## src/hdl/pac_pkg.sv

```systemverilog
// Purpose: Shared constants for the phase adjust register control block.
// Assumes: Register index and data are eight bits wide, as on the two-wire bus.
// Notes: Field positions and codes are named here; the bench passes register indices and the reset code as literals.
package pac_pkg;
	localparam int BYTE_W = 8;
	localparam int TAP_W = 6;
	localparam logic [7:0] IDX_SYNC_CTRL = 8'h00;
	localparam logic [7:0] IDX_PHASE_SEL = 8'h04;
	localparam logic [7:0] IDX_PHASE_RES = 8'h05;
	localparam logic [7:0] IDX_SW_RESET = 8'h08;
	localparam int SYNC_EDGE_BIT = 2;
	localparam int PHASE_EN_BIT = 7;
	localparam logic [3:0] SW_RESET_PHASE_CODE = 4'ha;
	localparam logic [1:0] RES_16 = 2'h0;
	localparam logic [1:0] RES_32 = 2'h1;
	localparam logic [1:0] RES_64 = 2'h3;
	localparam logic [5:0] MAX_SEL_16 = 6'h0f;
	localparam logic [5:0] MAX_SEL_32 = 6'h1f;
	localparam logic [5:0] MAX_SEL_64 = 6'h3f;
	localparam logic [7:0] RESET_SYNC_CTRL = 8'h00;
	localparam logic [7:0] RESET_PHASE_SEL = 8'h80;
	localparam logic [1:0] RESET_PHASE_RES = 2'h0;
	localparam logic [6:0] DEFAULT_BUS_ADDR = 7'h26;
	localparam logic [3:0] BIT_ACK = 4'h8;
	localparam logic [3:0] BIT_LAST = 4'h7;
	// The clock fall that closes a start condition wraps the bit count to zero.
	localparam logic [3:0] BIT_PRE = 4'hf;
	localparam logic HALF_RATE_PHASE = 1'b0;
	typedef enum logic [2:0] {
		ST_IDLE,
		ST_ADDR,
		ST_INDEX,
		ST_WDATA,
		ST_RDATA
	} pac_bus_state_type;
endpackage : pac_pkg

```

## src/hdl/pac_phase_delay_unit.sv

```systemverilog
// Purpose: Converts the delay selection into a tap count on a 64-step scale.
// Assumes: Inputs come from registers on the same clock.
// Notes: Output is registered; one cycle behind its inputs.
`timescale 1ns/1ps
`default_nettype none
module pac_phase_delay_unit (
	input wire logic clk_i,
	input wire logic reset_n_i,
	input wire logic enable_i,
	input wire logic [5:0] select_i,
	input wire logic [1:0] resolution_i,
	output logic [5:0] taps_o,
	output logic bypass_o
);
	wire [5:0] max_sel;
	wire [5:0] sat_sel;
	wire [5:0] scaled;
	wire [5:0] taps_d;

	////////////////////////////////////////////////////////////////////////////
	// The reserved resolution code falls back to sixteen elements.
	assign max_sel = (resolution_i == pac_pkg::RES_64) ? pac_pkg::MAX_SEL_64 :
		(resolution_i == pac_pkg::RES_32) ? pac_pkg::MAX_SEL_32 : pac_pkg::MAX_SEL_16;
	assign sat_sel = (select_i > max_sel) ? max_sel : select_i;
	// Delay fraction is selected over total, so scale up to sixty-fourths.
	assign scaled = (resolution_i == pac_pkg::RES_64) ? sat_sel :
		(resolution_i == pac_pkg::RES_32) ? {sat_sel[4:0], 1'b0} : {sat_sel[3:0], 2'b00};
	assign taps_d = enable_i ? scaled : 6'h00;

	always_ff @(posedge clk_i or negedge reset_n_i) begin
		if (!reset_n_i) begin
			taps_o <= 6'h00;
			bypass_o <= 1'b1;
		end else begin
			taps_o <= taps_d;
			bypass_o <= !enable_i;
		end
	end

	////////////////////////////////////////////////////////////////////////////
	AST_BYPASS: assert property (@(posedge clk_i) disable iff (!reset_n_i)
		!enable_i |=> (taps_o == 6'h00) && bypass_o)
		else $error("Disabled delay chain is not bypassed.");
	AST_SAT_16: assert property (@(posedge clk_i) disable iff (!reset_n_i)
		enable_i && (resolution_i == pac_pkg::RES_16) && (select_i > pac_pkg::MAX_SEL_16)
		|=> taps_o == 6'h3c)
		else $error("Sixteen element delay does not saturate.");
	AST_SCALE_32: assert property (@(posedge clk_i) disable iff (!reset_n_i)
		enable_i && (resolution_i == pac_pkg::RES_32) && (select_i <= pac_pkg::MAX_SEL_32)
		|=> taps_o == {$past(select_i[4:0]), 1'b0})
		else $error("Thirty-two element delay is scaled wrongly.");
endmodule : pac_phase_delay_unit
`default_nettype wire

```

## src/hdl/pac_phase_adjust_ctrl.sv

```systemverilog
// Purpose: Two-wire register access, sync edge alignment and half-rate clock control.
// Assumes: MCLK_I is the output clock; bus pins and sync arrive asynchronously.
// Notes: Sub-cycle delay is reported as a tap count for the analog delay chain.
`timescale 1ns/1ps
`default_nettype none
// How it works
// - Low index nibble increments after each data byte.
// - Upper index nibble never auto-increments.
// - Delay equals period times selected over total.
// - Resolution code picks 16, 32 or 64.
// - Enable clear bypasses the delay chain.
// - Resolution loads only on software reset code.
// - Edge select bit picks rising or falling sync.
// - Function output follows first clock after edge.
// - Half-rate clock fixed phase at function fall.
// - Negative half-rate output complements positive one.
// - Reset restores register defaults.
module pac_phase_adjust_ctrl #(
	parameter logic [6:0] BUS_ADDR = pac_pkg::DEFAULT_BUS_ADDR
) (
	input wire logic MCLK_I,
	input wire logic RESET_N_I,
	input wire logic SCL_I,
	input wire logic SDA_I,
	output logic SDA_O,
	output logic SDA_OE_O,
	input wire logic HSYNC_I,
	output logic FUNCTION_OUTPUT_O,
	output logic CLK2_O,
	output logic CLK2P_O,
	output logic CLK2N_O,
	output logic [5:0] PHASE_TAPS_O,
	output logic PHASE_BYPASS_O
);
	logic [1:0] scl_sync_q;
	logic [1:0] sda_sync_q;
	logic [1:0] hs_sync_q;
	logic scl_q;
	logic sda_q;
	logic hs_q;
	pac_pkg::pac_bus_state_type state_q;
	logic [3:0] cnt_q;
	logic [7:0] rx_q;
	logic [7:0] tx_q;
	logic [7:0] idx_q;
	logic rw_q;
	logic sda_oe_q;
	logic sda_o_q;
	logic [7:0] sync_ctrl_q;
	logic [7:0] phase_sel_q;
	logic [1:0] res_pend_q;
	logic [1:0] res_work_q;
	logic function_output_q;
	logic half_q;
	logic half_n_q;

	function automatic logic [7:0] read_reg(input logic [7:0] idx, input logic [7:0] sc,
		input logic [7:0] ps, input logic [1:0] rp);
		if (idx == pac_pkg::IDX_SYNC_CTRL) begin
			read_reg = sc;
		end else if (idx == pac_pkg::IDX_PHASE_SEL) begin
			read_reg = ps;
		end else if (idx == pac_pkg::IDX_PHASE_RES) begin
			read_reg = {6'h00, rp};
		end else begin
			read_reg = 8'h00;
		end
	endfunction : read_reg

	////////////////////////////////////////////////////////////////////////////
	// Pin synchronisers; edges compare the second stage with a third, delayed copy.
	always_ff @(posedge MCLK_I or negedge RESET_N_I) begin
		if (!RESET_N_I) begin
			scl_sync_q <= 2'b11;
			sda_sync_q <= 2'b11;
			hs_sync_q <= 2'b00;
			scl_q <= 1'b1;
			sda_q <= 1'b1;
			hs_q <= 1'b0;
		end else begin
			scl_sync_q <= {scl_sync_q[0], SCL_I};
			sda_sync_q <= {sda_sync_q[0], SDA_I};
			hs_sync_q <= {hs_sync_q[0], HSYNC_I};
			scl_q <= scl_sync_q[1];
			sda_q <= sda_sync_q[1];
			hs_q <= hs_sync_q[1];
		end
	end

	////////////////////////////////////////////////////////////////////////////
	wire scl_rise = scl_sync_q[1] && !scl_q;
	wire scl_fall = !scl_sync_q[1] && scl_q;
	wire bus_start = scl_sync_q[1] && scl_q && !sda_sync_q[1] && sda_q;
	wire bus_stop = scl_sync_q[1] && scl_q && sda_sync_q[1] && !sda_q;
	wire byte_done = scl_fall && (cnt_q == pac_pkg::BIT_LAST);
	wire ack_done = scl_fall && (cnt_q == pac_pkg::BIT_ACK);
	wire addr_hit = (rx_q[7:1] == BUS_ADDR);
	wire wr_stb = byte_done && (state_q == pac_pkg::ST_WDATA);
	wire rd_stb = byte_done && (state_q == pac_pkg::ST_RDATA);
	// Carry out of the low nibble is dropped, so the group never changes.
	wire [7:0] idx_next = {idx_q[7:4], idx_q[3:0] + 4'h1};
	wire [7:0] rd_byte = read_reg(idx_q, sync_ctrl_q, phase_sel_q, res_pend_q);
	wire sw_reset_hit = wr_stb && (idx_q == pac_pkg::IDX_SW_RESET) &&
		(rx_q[3:0] == pac_pkg::SW_RESET_PHASE_CODE);

	always_ff @(posedge MCLK_I or negedge RESET_N_I) begin
		if (!RESET_N_I) begin
			state_q <= pac_pkg::ST_IDLE;
			cnt_q <= 4'h0;
			rx_q <= 8'h00;
			tx_q <= 8'h00;
			idx_q <= 8'h00;
			rw_q <= 1'b0;
			sda_oe_q <= 1'b0;
			sda_o_q <= 1'b0;
		end else if (bus_start) begin
			state_q <= pac_pkg::ST_ADDR;
			// Without this the start's own clock fall would be counted as a bit.
			cnt_q <= pac_pkg::BIT_PRE;
			sda_oe_q <= 1'b0;
		end else if (bus_stop) begin
			state_q <= pac_pkg::ST_IDLE;
			sda_oe_q <= 1'b0;
		end else if (state_q != pac_pkg::ST_IDLE) begin
			sda_o_q <= 1'b0;
			if (scl_rise && (cnt_q < pac_pkg::BIT_ACK)) begin
				rx_q <= {rx_q[6:0], sda_q};
			end else if (scl_rise && (state_q == pac_pkg::ST_RDATA) && sda_q) begin
				state_q <= pac_pkg::ST_IDLE;
			end
			if (byte_done) begin
				cnt_q <= pac_pkg::BIT_ACK;
				if (state_q == pac_pkg::ST_ADDR) begin
					rw_q <= rx_q[0];
					sda_oe_q <= addr_hit;
					state_q <= addr_hit ? pac_pkg::ST_ADDR : pac_pkg::ST_IDLE;
				end else if (state_q == pac_pkg::ST_INDEX) begin
					idx_q <= rx_q;
					sda_oe_q <= 1'b1;
				end else if (wr_stb) begin
					idx_q <= idx_next;
					sda_oe_q <= 1'b1;
				end else begin
					idx_q <= idx_next;
					sda_oe_q <= 1'b0;
				end
			end else if (ack_done) begin
				cnt_q <= 4'h0;
				sda_oe_q <= 1'b0;
				if (state_q == pac_pkg::ST_ADDR) begin
					state_q <= rw_q ? pac_pkg::ST_RDATA : pac_pkg::ST_INDEX;
				end else if (state_q == pac_pkg::ST_INDEX) begin
					state_q <= pac_pkg::ST_WDATA;
				end
				if ((state_q == pac_pkg::ST_RDATA) || ((state_q == pac_pkg::ST_ADDR) && rw_q)) begin
					tx_q <= {rd_byte[6:0], 1'b0};
					sda_oe_q <= !rd_byte[7];
				end
			end else if (scl_fall) begin
				cnt_q <= cnt_q + 4'h1;
				if (state_q == pac_pkg::ST_RDATA) begin
					tx_q <= {tx_q[6:0], 1'b0};
					sda_oe_q <= !tx_q[7];
				end
			end
		end
	end

	////////////////////////////////////////////////////////////////////////////
	// Registers; resolution is staged until the software reset code arrives.
	always_ff @(posedge MCLK_I or negedge RESET_N_I) begin
		if (!RESET_N_I) begin
			sync_ctrl_q <= pac_pkg::RESET_SYNC_CTRL;
			phase_sel_q <= pac_pkg::RESET_PHASE_SEL;
			res_pend_q <= pac_pkg::RESET_PHASE_RES;
			res_work_q <= pac_pkg::RESET_PHASE_RES;
		end else if (wr_stb) begin
			if (idx_q == pac_pkg::IDX_SYNC_CTRL) begin
				sync_ctrl_q <= rx_q;
			end else if (idx_q == pac_pkg::IDX_PHASE_SEL) begin
				phase_sel_q <= rx_q;
			end else if (idx_q == pac_pkg::IDX_PHASE_RES) begin
				res_pend_q <= rx_q[1:0];
			end else if (sw_reset_hit) begin
				res_work_q <= res_pend_q;
			end
		end
	end

	////////////////////////////////////////////////////////////////////////////
	// Sync edge alignment and half-rate clock.
	wire edge_fall_sel = sync_ctrl_q[pac_pkg::SYNC_EDGE_BIT];
	wire sync_edge = edge_fall_sel ? (hs_q && !hs_sync_q[1]) : (!hs_q && hs_sync_q[1]);
	wire function_output_fall = function_output_q && !sync_edge;
	// A full clock sooner is impossible here; the pulse lands one edge after detection.
	wire half_d = function_output_fall ? pac_pkg::HALF_RATE_PHASE : !half_q;

	always_ff @(posedge MCLK_I or negedge RESET_N_I) begin
		if (!RESET_N_I) begin
			function_output_q <= 1'b0;
			half_q <= 1'b0;
			half_n_q <= 1'b1;
		end else begin
			function_output_q <= sync_edge;
			half_q <= half_d;
			half_n_q <= !half_d;
		end
	end

	pac_phase_delay_unit u_delay (
		.clk_i(MCLK_I),
		.reset_n_i(RESET_N_I),
		.enable_i(phase_sel_q[pac_pkg::PHASE_EN_BIT]),
		.select_i(phase_sel_q[5:0]),
		.resolution_i(res_work_q),
		.taps_o(PHASE_TAPS_O),
		.bypass_o(PHASE_BYPASS_O)
	);

	assign SDA_O = sda_o_q;
	assign SDA_OE_O = sda_oe_q;
	assign FUNCTION_OUTPUT_O = function_output_q;
	assign CLK2_O = half_q;
	assign CLK2P_O = half_q;
	assign CLK2N_O = half_n_q;

	////////////////////////////////////////////////////////////////////////////
	AST_IDX_INC: assert property (@(posedge MCLK_I) disable iff (!RESET_N_I)
		(wr_stb || rd_stb) && !bus_start && !bus_stop |=> idx_q[3:0] == $past(idx_q[3:0]) + 4'h1)
		else $error("Index low nibble did not advance.");
	AST_IDX_UPPER: assert property (@(posedge MCLK_I) disable iff (!RESET_N_I)
		(wr_stb || rd_stb) && !bus_start && !bus_stop |=> idx_q[7:4] == $past(idx_q[7:4]))
		else $error("Index upper nibble changed on increment.");
	AST_RES_DBUF: assert property (@(posedge MCLK_I) disable iff (!RESET_N_I)
		!sw_reset_hit |=> $stable(res_work_q))
		else $error("Working resolution changed without reset code.");
	AST_EDGE: assert property (@(posedge MCLK_I) disable iff (!RESET_N_I)
		!edge_fall_sel && hs_sync_q[1] && !hs_q |=> function_output_q)
		else $error("Rising sync edge did not raise function output.");
	AST_FUNCTION_OUTPUT_PULSE: assert property (@(posedge MCLK_I) disable iff (!RESET_N_I)
		$rose(function_output_q) |-> $past(sync_edge))
		else $error("Function output rose without a sync edge.");
	AST_HALF_FIX: assert property (@(posedge MCLK_I) disable iff (!RESET_N_I)
		function_output_q && !sync_edge |=> half_q == pac_pkg::HALF_RATE_PHASE ##1 half_q != pac_pkg::HALF_RATE_PHASE)
		else $error("Half-rate clock not at fixed phase after function fall.");
	AST_COMPL: assert property (@(posedge MCLK_I) disable iff (!RESET_N_I)
		(CLK2N_O == !CLK2P_O) && (CLK2_O == CLK2P_O))
		else $error("Half-rate outputs disagree.");
endmodule : pac_phase_adjust_ctrl
`default_nettype wire

```

## config.mk

```make
export PLATFORM = sky130hd
export DESIGN_NAME = pac_phase_adjust_ctrl
export DESIGN_NICKNAME = d
export VERILOG_FILES = /design/src/hdl/pac_pkg.sv /design/src/hdl/pac_phase_delay_unit.sv /design/src/hdl/pac_phase_adjust_ctrl.sv
export SDC_FILE = /design/constraint.sdc
export NUM_CORES = 1
export LEC_CHECK = 0
export BUFFER_PORTS_ARGS = -buffer_cell sky130_fd_sc_hd__buf_2
export CORE_MARGIN = 2
export CORE_UTILIZATION = 55
export DETAILED_ROUTE_END_ITERATION = 10
export PLACE_DENSITY = 0.8
export SLEW_MARGIN = 20
export SYNTH_ARGS = -nofsm -noshare
export SYNTH_HDL_FRONTEND = slang
export SYNTH_HIERARCHICAL = 1
export SYNTH_SLANG_ARGS = --single-unit
```

## constraint.sdc

```tcl
create_clock -name MCLK_I -period 1.8 [get_ports MCLK_I]
set_input_delay 0.18 -clock MCLK_I [delete_from_list [all_inputs] [get_ports MCLK_I]]
set_output_delay 0.18 -clock MCLK_I [all_outputs]
set_load 0.03 [all_outputs]
```

==> results of run 1 <==
## through the flow
stage / cells / setup WS, ns
CTS: 439 / 0.00314
finish: 443 / -0.0348
detailed placement: 418 / -0.0228
global placement: 418 / -0.00595
global route: 443 / -0.0878
floorplan: 301 / 0.00312
## cell usage after synthesis (3+ instances only)
| master | number |
|---|---|
| dfrtp_1 | 62 |
| mux2_2 | 40 |
| a21oi_1 | 15 |
| nand2_1 | 14 |
| nor2_1 | 12 |
| mux2i_1 | 10 |
| nand3_1 | 10 |
| o21ai_0 | 10 |
| dfstp_2 | 9 |
| inv_1 | 8 |
| nor3_1 | 8 |
| ha_1 | 7 |
| buf_2 | 5 |
| o2bb2ai_1 | 5 |
| buf_4 | 4 |
| clkbuf_1 | 4 |
| mux2_4 | 4 |
| nand2b_1 | 4 |
| nand3b_1 | 4 |
| nand4_1 | 4 |
| or3_1 | 4 |
| a211oi_1 | 3 |
| a31oi_1 | 3 |
| and2_1 | 3 |
| and3b_1 | 3 |
| buf_6 | 3 |
| nor2b_1 | 3 |
## flip-flops by register name, summed over array words and instances (netlist names), 2 cells and up
signal	flops
scl_sync_q	2
u_delay/taps_o	6
res_work_q	2
hs_sync_q	2
phase_sel_q	8
cnt_q	4
idx_q	8
res_pend_q	2
state_q	3
sync_ctrl_q	8
sda_sync_q	2
rx_q	8
tx_q	7
## timing repair
item                                    CTS  global route
endpoints found under the setup margin   18            43
gates cloned                              0             0
gates resized for setup                   5            26
buffers inserted                          1             4
hold endpoints to repair                 65             0
pin swaps                                 1             6
hold buffers                              4             0
## where the power goes
part	leakage [nW]	internal [mW]	total [mW]	switching [mW]
registers	0.930	1.63	1.65	0.0208
clock network	0.103	0.684	1.31	0.628
logic	1.00	0.0877	0.213	0.125
total	2.03	2.40	3.17	0.774
## placed cells by master (no fill, tap or decap), types with 3 or more instances in the layout
master and count:
nand3b_1 4, a31oi_1 3, nand4_1 4, inv_1 7, mux2_2 31, ha_1 4
nand2_1 14, dfstp_2 9, nand2b_1 3, buf_2 16, or3_4 3, dfrtp_1 61
buf_12 3, nor3_1 6, nand3_1 9, clkbuf_8 10, nor2_1 12, o2bb2ai_1 5
mux2_4 13, nor3_2 3, o21ai_0 9, a21oi_1 14, mux2i_1 10, and2_1 3
dlygate4sd3_1 4, buf_4 41
## layer usage
layer / global-route usage, % / up-vias
met3: 3.83 / 17
met1: 32.1 / 1326
met5: 0 / -
met4: 11.1 / 0
met2: 35.7 / 80
li1: - / 1216
## critical path, stage by stage, from the launching register on
cell and delay (ns):
dfstp_2 0.56, and4bb_2 0.29, nand4_1 0.19, a21oi_4 0.32
mux2_2 0.37
## cell type report
cell class,instances,share of cell area [%]
clock buffers,10,3.13
multi-input cells,206,40.4
repair buffers,65,11.3
clock inverters,6,1.56
inverters,8,0.682
well taps,77,2.19
flip-flops and latches,71,40.7
## worst max-delay path by stage
| stage | start | to | slack [ns] | depth (start not counted) |
|---|---|---|---|---|
| after floorplan | idx_q[1] | sync_ctrl_q[0] | 0.003 | 6 |
| after global placement | cnt_q[0] | tx_q[2] | -0.006 | 6 |
| after detailed placement | cnt_q[0] | tx_q[2] | -0.02 | 6 |
| after CTS | state_q[2] | sync_ctrl_q[6] | 0.003 | 5 |
| after global routing | scl_q | tx_q[3] | -0.09 | 4 |
| final | scl_q | tx_q[5] | -0.03 | 4 |
## cell families after synthesis
| family | synth area share [%] |
|---|---|
| fa+ha+maj | 2.45 |
| flops | 50.1 |
| buf+inv | 3.75 |
| xor+xnor | 0.245 |
| other cells | 0.105 |
| compound gates | 10.9 |
| mux | 17.1 |
| simple gates | 15.4 |
==> impl_metrics.json, run 1 <==
{
  "slew_violations": 0,
  "cts_tree": "done",
  "ys_seq_elements": 71,
  "drt-pass1-iter-count": 4,
  "cp_max_fo": 7,
  "hold-worst-slack_ns": 0.353,
  "multi_input_area_um2": 1780,
  "irDropWorstVdd_uv": 612,
  "dr.max_layer_used": "met4",
  "leakagePower_nw": 2.03,
  "dr_wl_met2_um": 3970,
  "gp_congestion": 0.946,
  "cp.arrival_ns": 2.07,
  "wl_met1_um": 3710,
  "initial_utilization_pct": 56.6,
  "fin_ws_ns": -0.0348,
  "netlist_instances": 301,
  "root_buffer": "clkbuf_8",
  "dr_total_vias": 2639,
  "violations": "negative setup slack",
  "synthDistinctLibCells": 60,
  "period_share_pct": 102,
  "finalSetupTns_ns": -0.267,
  "seq_area_frac_synth_pct": 50.1,
  "wl_met3_um": 406,
  "grt_pass1_vias": 2632,
  "grt_max_degree": 72,
  "drc": 0,
  "grt_antenna_before_repair": 0,
  "fmax_mhz": 545,
  "area_delta_synth_final_pct": 23.2,
  "crit_required_ns": 2.04,
  "drive_gt1_share_pct": 44.5,
  "cts_buffers": 9,
  "path_class": "reg -> reg",
  "clock_sinks": 71,
  "rows": 29,
  "rsz0062_at_grt": "true",
  "min-delay-start": "hs_sync_q[0]",
  "yosysTopAreaCellShare_pct": 43.4,
  "reg2reg_slack_ns": -0.03,
  "wl_per_cell_um": 18.7,
  "ioPinCount": 18,
  "synthArstFlopShare_pct": 100,
  "yosys_warnings": 6,
  "rr_startpoint": "scl_q",
  "dpl_cell_area_um2": 4000,
  "r2r_end": "tx_q[5]",
  "num-fill-cells": 447,
  "whs_path_depth": 0,
  "grt_pass1_wl_um": 13000,
  "crit_path_start_kind": "register",
  "antennaDiodeCount": 0,
  "chipHeight_um": 84.6,
  "die_w_um": 84.6,
  "reg2regPathDepth": 4,
  "drt_iter0_drc": 246,
  "routed_wl_um": 8270,
  "setup_viol": 13,
  "worst_slew_pin_slew_ns": 0.557,
  "final_core_util_pct": 69.7,
  "layout.nets": 373,
  "synth_edf_count": 0,
  "ant_nets": 0,
  "cts_max_level": 3,
  "coreArea_um2": 6310,
  "grt_overflow_total": 0,
  "grt_use_total_pct": 23.2,
  "yosys-top-cells-area": "dfrtp_1 43%, mux2_2 13%, dfstp_2 6.6%, mux2i_1 2.8%, ha_1 2.5%",
  "p_per_area_nw_per_um2": 721,
  "hold_viol": 0,
  "clock_latency_ns": 0.35,
  "finClkSkew_ns": 0.00945,
  "die_area_um2": 7160,
  "synth_top_area_cell": "dfrtp_1",
  "avgViaCountPerCell": 5.96,
  "end_kind": "register",
  "hold_end": "hs_sync_q[1]",
  "max_cap_violations": 0,
  "syn_area_per_cell_um2": 11.9,
  "total_power_mw": 3.17,
  "clkTransAtPathRegs_ns": 0.08,
  "synthesis.area_um2": 3570,
  "min_period_ns": 1.83,
  "max-slew-margin-rel_pct": 62.8,
  "post-dp-hpwl_um": 5430,
  "finish.instance_area_um2": 4400,
  "synth_ff_type": "dfrtp_1",
  "clk_path_buf_depth": 2,
  "regArea_um2": 1790,
  "hold_path_class": "reg -> reg",
  "outcome": "finished, violations left",
  "synth_nets": 313,
  "portBuffers": 16
}
Note: power is estimated with default switching activity, not from simulation.
==> run 2, diff against run 1 <==
--- a/config.mk
+++ b/config.mk
@@ -5,6 +5,7 @@
 export SDC_FILE = /design/constraint.sdc
 export NUM_CORES = 1
 export LEC_CHECK = 0
+export ABC_AREA = 1
 export BUFFER_PORTS_ARGS = -buffer_cell sky130_fd_sc_hd__buf_2
 export CORE_MARGIN = 2
 export CORE_UTILIZATION = 55
==> run 2 against run 1 <==
Net effect: the flow now finishes without violations; global-route usage decreased by 1.4 points; first-iteration DRC count is 25% lower; sequential share of layout area grew 4.0 points; clock-buffer cell count up 3; sequential power increased by 12%; wire length fell by 14%; register-to-register slack improved by 0.19 ns; hold slack better by 0.0046 ns; setup slack better by 0.19 ns; synthesized area grew 0.70%; critical endpoint is now phase_sel_q[6]; highest routed layer unchanged.
==> impl_metrics.json, run 2 <==
{
  "synth_top_area_cell": "dfrtp_1",
  "p_per_area_nw_per_um2": 963,
  "grt_use_total_pct": 21.8,
  "finalSetupTns_ns": 0,
  "slew_violations": 0,
  "ys_seq_elements": 71,
  "post-dp-hpwl_um": 5060,
  "dr_total_vias": 2832,
  "synth_top_family_by_area": "simple AND/OR/NAND/NOR gates",
  "hold_viol": 0,
  "crit_chain": "inv_1 -> ha_1 -> nand3_1 -> nor2_4 -> nand2_4 -> nand2_1 -> o21ai_2",
  "gp_congestion": 0.900,
  "synth_most_common_cell": "nand2_1",
  "yosysTopAreaCellShare_pct": 43.1,
  "die_w_um": 84.9,
  "chipHeight_um": 84.9,
  "synthSimpleGateAreaFrac_pct": 29.5,
  "synth_commonest_cells": "137 x nand2_1, 62 x dfrtp_1, 45 x inv_1",
  "reg2reg_slack_ns": 0.16,
  "ant_nets": 0,
  "grt_max_degree": 72,
  "syn_area_per_cell_um2": 8.31,
  "cts_buffers": 9,
  "max_cap_violations": 0,
  "r2r_end": "phase_sel_q[6]",
  "synth_ff_type": "dfrtp_1",
  "grt_antenna_before_repair": 0,
  "layout.nets": 473,
  "clkTransAtPathRegs_ns": 0.07,
  "rsz0062_at_grt": "false",
  "yosys-top-cells-area": "dfrtp_1 43%, nand2_1 14%, dfstp_2 6.6%, inv_1 4.7%, nand3_1 4.6%",
  "period_share_pct": 91.3,
  "routed_wl_um": 7140,
  "drt_iter0_drc": 185,
  "drive_gt1_share_pct": 20.4,
  "end_kind": "register",
  "regArea_um2": 1790,
  "synthMuxAreaShare_pct": 0.278,
  "hold_path_class": "reg -> reg",
  "portBuffers": 16,
  "min-delay-start": "sda_sync_q[0]",
  "rr_startpoint": "idx_q[0]",
  "fmax_mhz": 609,
  "finish.instance_area_um2": 4010,
  "cts_max_level": 3,
  "multi_input_area_um2": 1530,
  "synth_compound_area_share_pct": 9.81,
  "final_core_util_pct": 63.1,
  "crit_required_ns": 2.03,
  "synth_edf_count": 0,
  "cpMaxStageDelayCell": "dfrtp_1",
  "ioPinCount": 18,
  "synth_nets": 445,
  "wl_per_cell_um": 13.2,
  "final_cell_mix": "137 x nand2_1, 61 x dfrtp_1, 45 x inv_1",
  "initial_utilization_pct": 56.7,
  "antennaDiodeCount": 0,
  "drc": 0,
  "synthDistinctLibCells": 37,
  "clock_latency_ns": 0.35,
  "synth_xor_area_share_pct": 0.487,
  "num-fill-cells": 542,
  "outcome": "completed",
  "root_buffer": "clkbuf_8",
  "avgViaCountPerCell": 5.22,
  "finClkSkew_ns": 0.0113,
  "clock_sinks": 71,
  "grt_overflow_total": 0,
  "synthArstFlopShare_pct": 100,
  "grt_pass1_wl_um": 12200,
  "rows": 29,
  "setup_viol": 0,
  "whs_path_depth": 0,
  "crit_path_start_kind": "register",
  "reg2regPathDepth": 7,
  "hold_end": "sda_sync_q[1]",
  "path_class": "reg -> reg",
  "synthesis.area_um2": 3600,
  "clk_path_buf_depth": 2,
  "leakagePower_nw": 1.99,
  "total_power_mw": 3.86,
  "synthAdderAreaFrac_pct": 2.43,
  "yosys_warnings": 6,
  "netlist_instances": 433,
  "seq_area_frac_synth_pct": 49.7,
  "irDropWorstVdd_uv": 690,
  "coreArea_um2": 6350,
  "dpl_cell_area_um2": 3760,
  "grt_pass1_vias": 2645,
  "area_delta_synth_final_pct": 11.4,
  "layout_commonest_cell": "nand2_1",
  "cp.arrival_ns": 1.87,
  "drt-pass1-iter-count": 4,
  "min_period_ns": 1.64,
  "cp_max_fo": 16,
  "die_area_um2": 7200,
  "cts_tree": "done",
  "critPathMaxStageDelay_ns": 0.41
}
## run 2: cell count changes in the layout (fill, tap and decap cells not counted), sizes merged, moves of 5 or more
| cell | before | now |
|---|---|---|
| nand2 | 14 | 148 |
| mux2i | 10 | 1 |
| and2 | 5 | 0 |
| o21ai | 11 | 40 |
| mux2 | 44 | 0 |
| nand3 | 10 | 37 |
| buf | 61 | 22 |
| o2bb2ai | 5 | 0 |
| nor2 | 13 | 34 |
| inv | 9 | 54 |
| nor3 | 9 | 4 |
## run 2: per-layer routing
layer | wire length (um) | GRT usage, % | vias to the layer above
met4 | 127 | 9.38 | 0
met1 | 3230 | 28.9 | 1318
met5 | 0 | 0 | -
met2 | 3420 | 34.1 | 76
li1 | - | - | 1425
met3 | 361 | 5.84 | 13
## run 2: stage by stage
step / hold WS [ns] / cells / setup WS, ns
5_1_grt: 0.360 / 543 / 0.0196
3_5_place_dp: 0.235 / 523 / 0.131
4_1_cts: 0.360 / 543 / 0.115
3_3_place_gp: 0.233 / 523 / 0.200
6_report: 0.358 / 543 / 0.157
2_1_floorplan: -0.116 / 433 / 0.280
## run 2: power breakdown
group	switching, mW	total, mW	internal [mW]	leakage (nW)
clock	0.568	1.32	0.749	0.109
sequential	0.130	1.85	1.72	0.929
combinational	0.475	0.686	0.210	0.950
## run 2: kinds of logic after synthesis
logic type,count (synthesis)
and+or+nand+nor,230
buffers and inverters,63
DFF,71
xor gates and xnor gates,2
other,1
muxes,1
adders and majority gates,7
AOI/OAI and AO/OA,58
## run 2: layout make-up
cell class | instances | share of cell area, %
Sequential cell | 71 | 44.7
Multi-Input combinational cell | 299 | 38.2
Inverter | 54 | 5.06
Timing Repair Buffer | 26 | 4.43
Clock buffer | 13 | 4.22
Tap cell | 77 | 2.40
Clock inverter | 3 | 0.999
## run 2: timing repair
action | 4_1_cts | 5_1_grt
resized for setup | 0 | 1
buffers inserted | 0 | 0
hold buffers | 4 | 0
hold endpoints to repair | 65 | 0
endpoints found under the setup margin | 0 | 3
## run 2: critical path: cells and delay by family, from the launching register on
family	cells	cell delay (ns)
adder cells (fa/ha/maj)	1	0.22
buffers and inverters	1	0.12
flip-flops	1	0.41
AND/OR/NAND/NOR	4	0.71
AO/OA/AOI/OAI	1	0.05
## run 2: worst max-delay path by stage
stage / from / endpoint / slack [ns] / depth (start not counted)
after CTS: res_work_q[0] / u_delay/taps_o[3] / 0.11 / 7
after floorplan: idx_q[0] / sync_ctrl_q[6] / 0.28 / 9
after detailed placement: res_work_q[0] / u_delay/taps_o[3] / 0.13 / 7
after global routing: cnt_q[0] / tx_q[1] / 0.02 / 10
after global placement: res_work_q[0] / u_delay/taps_o[3] / 0.20 / 7
final: idx_q[0] / phase_sel_q[6] / 0.16 / 7
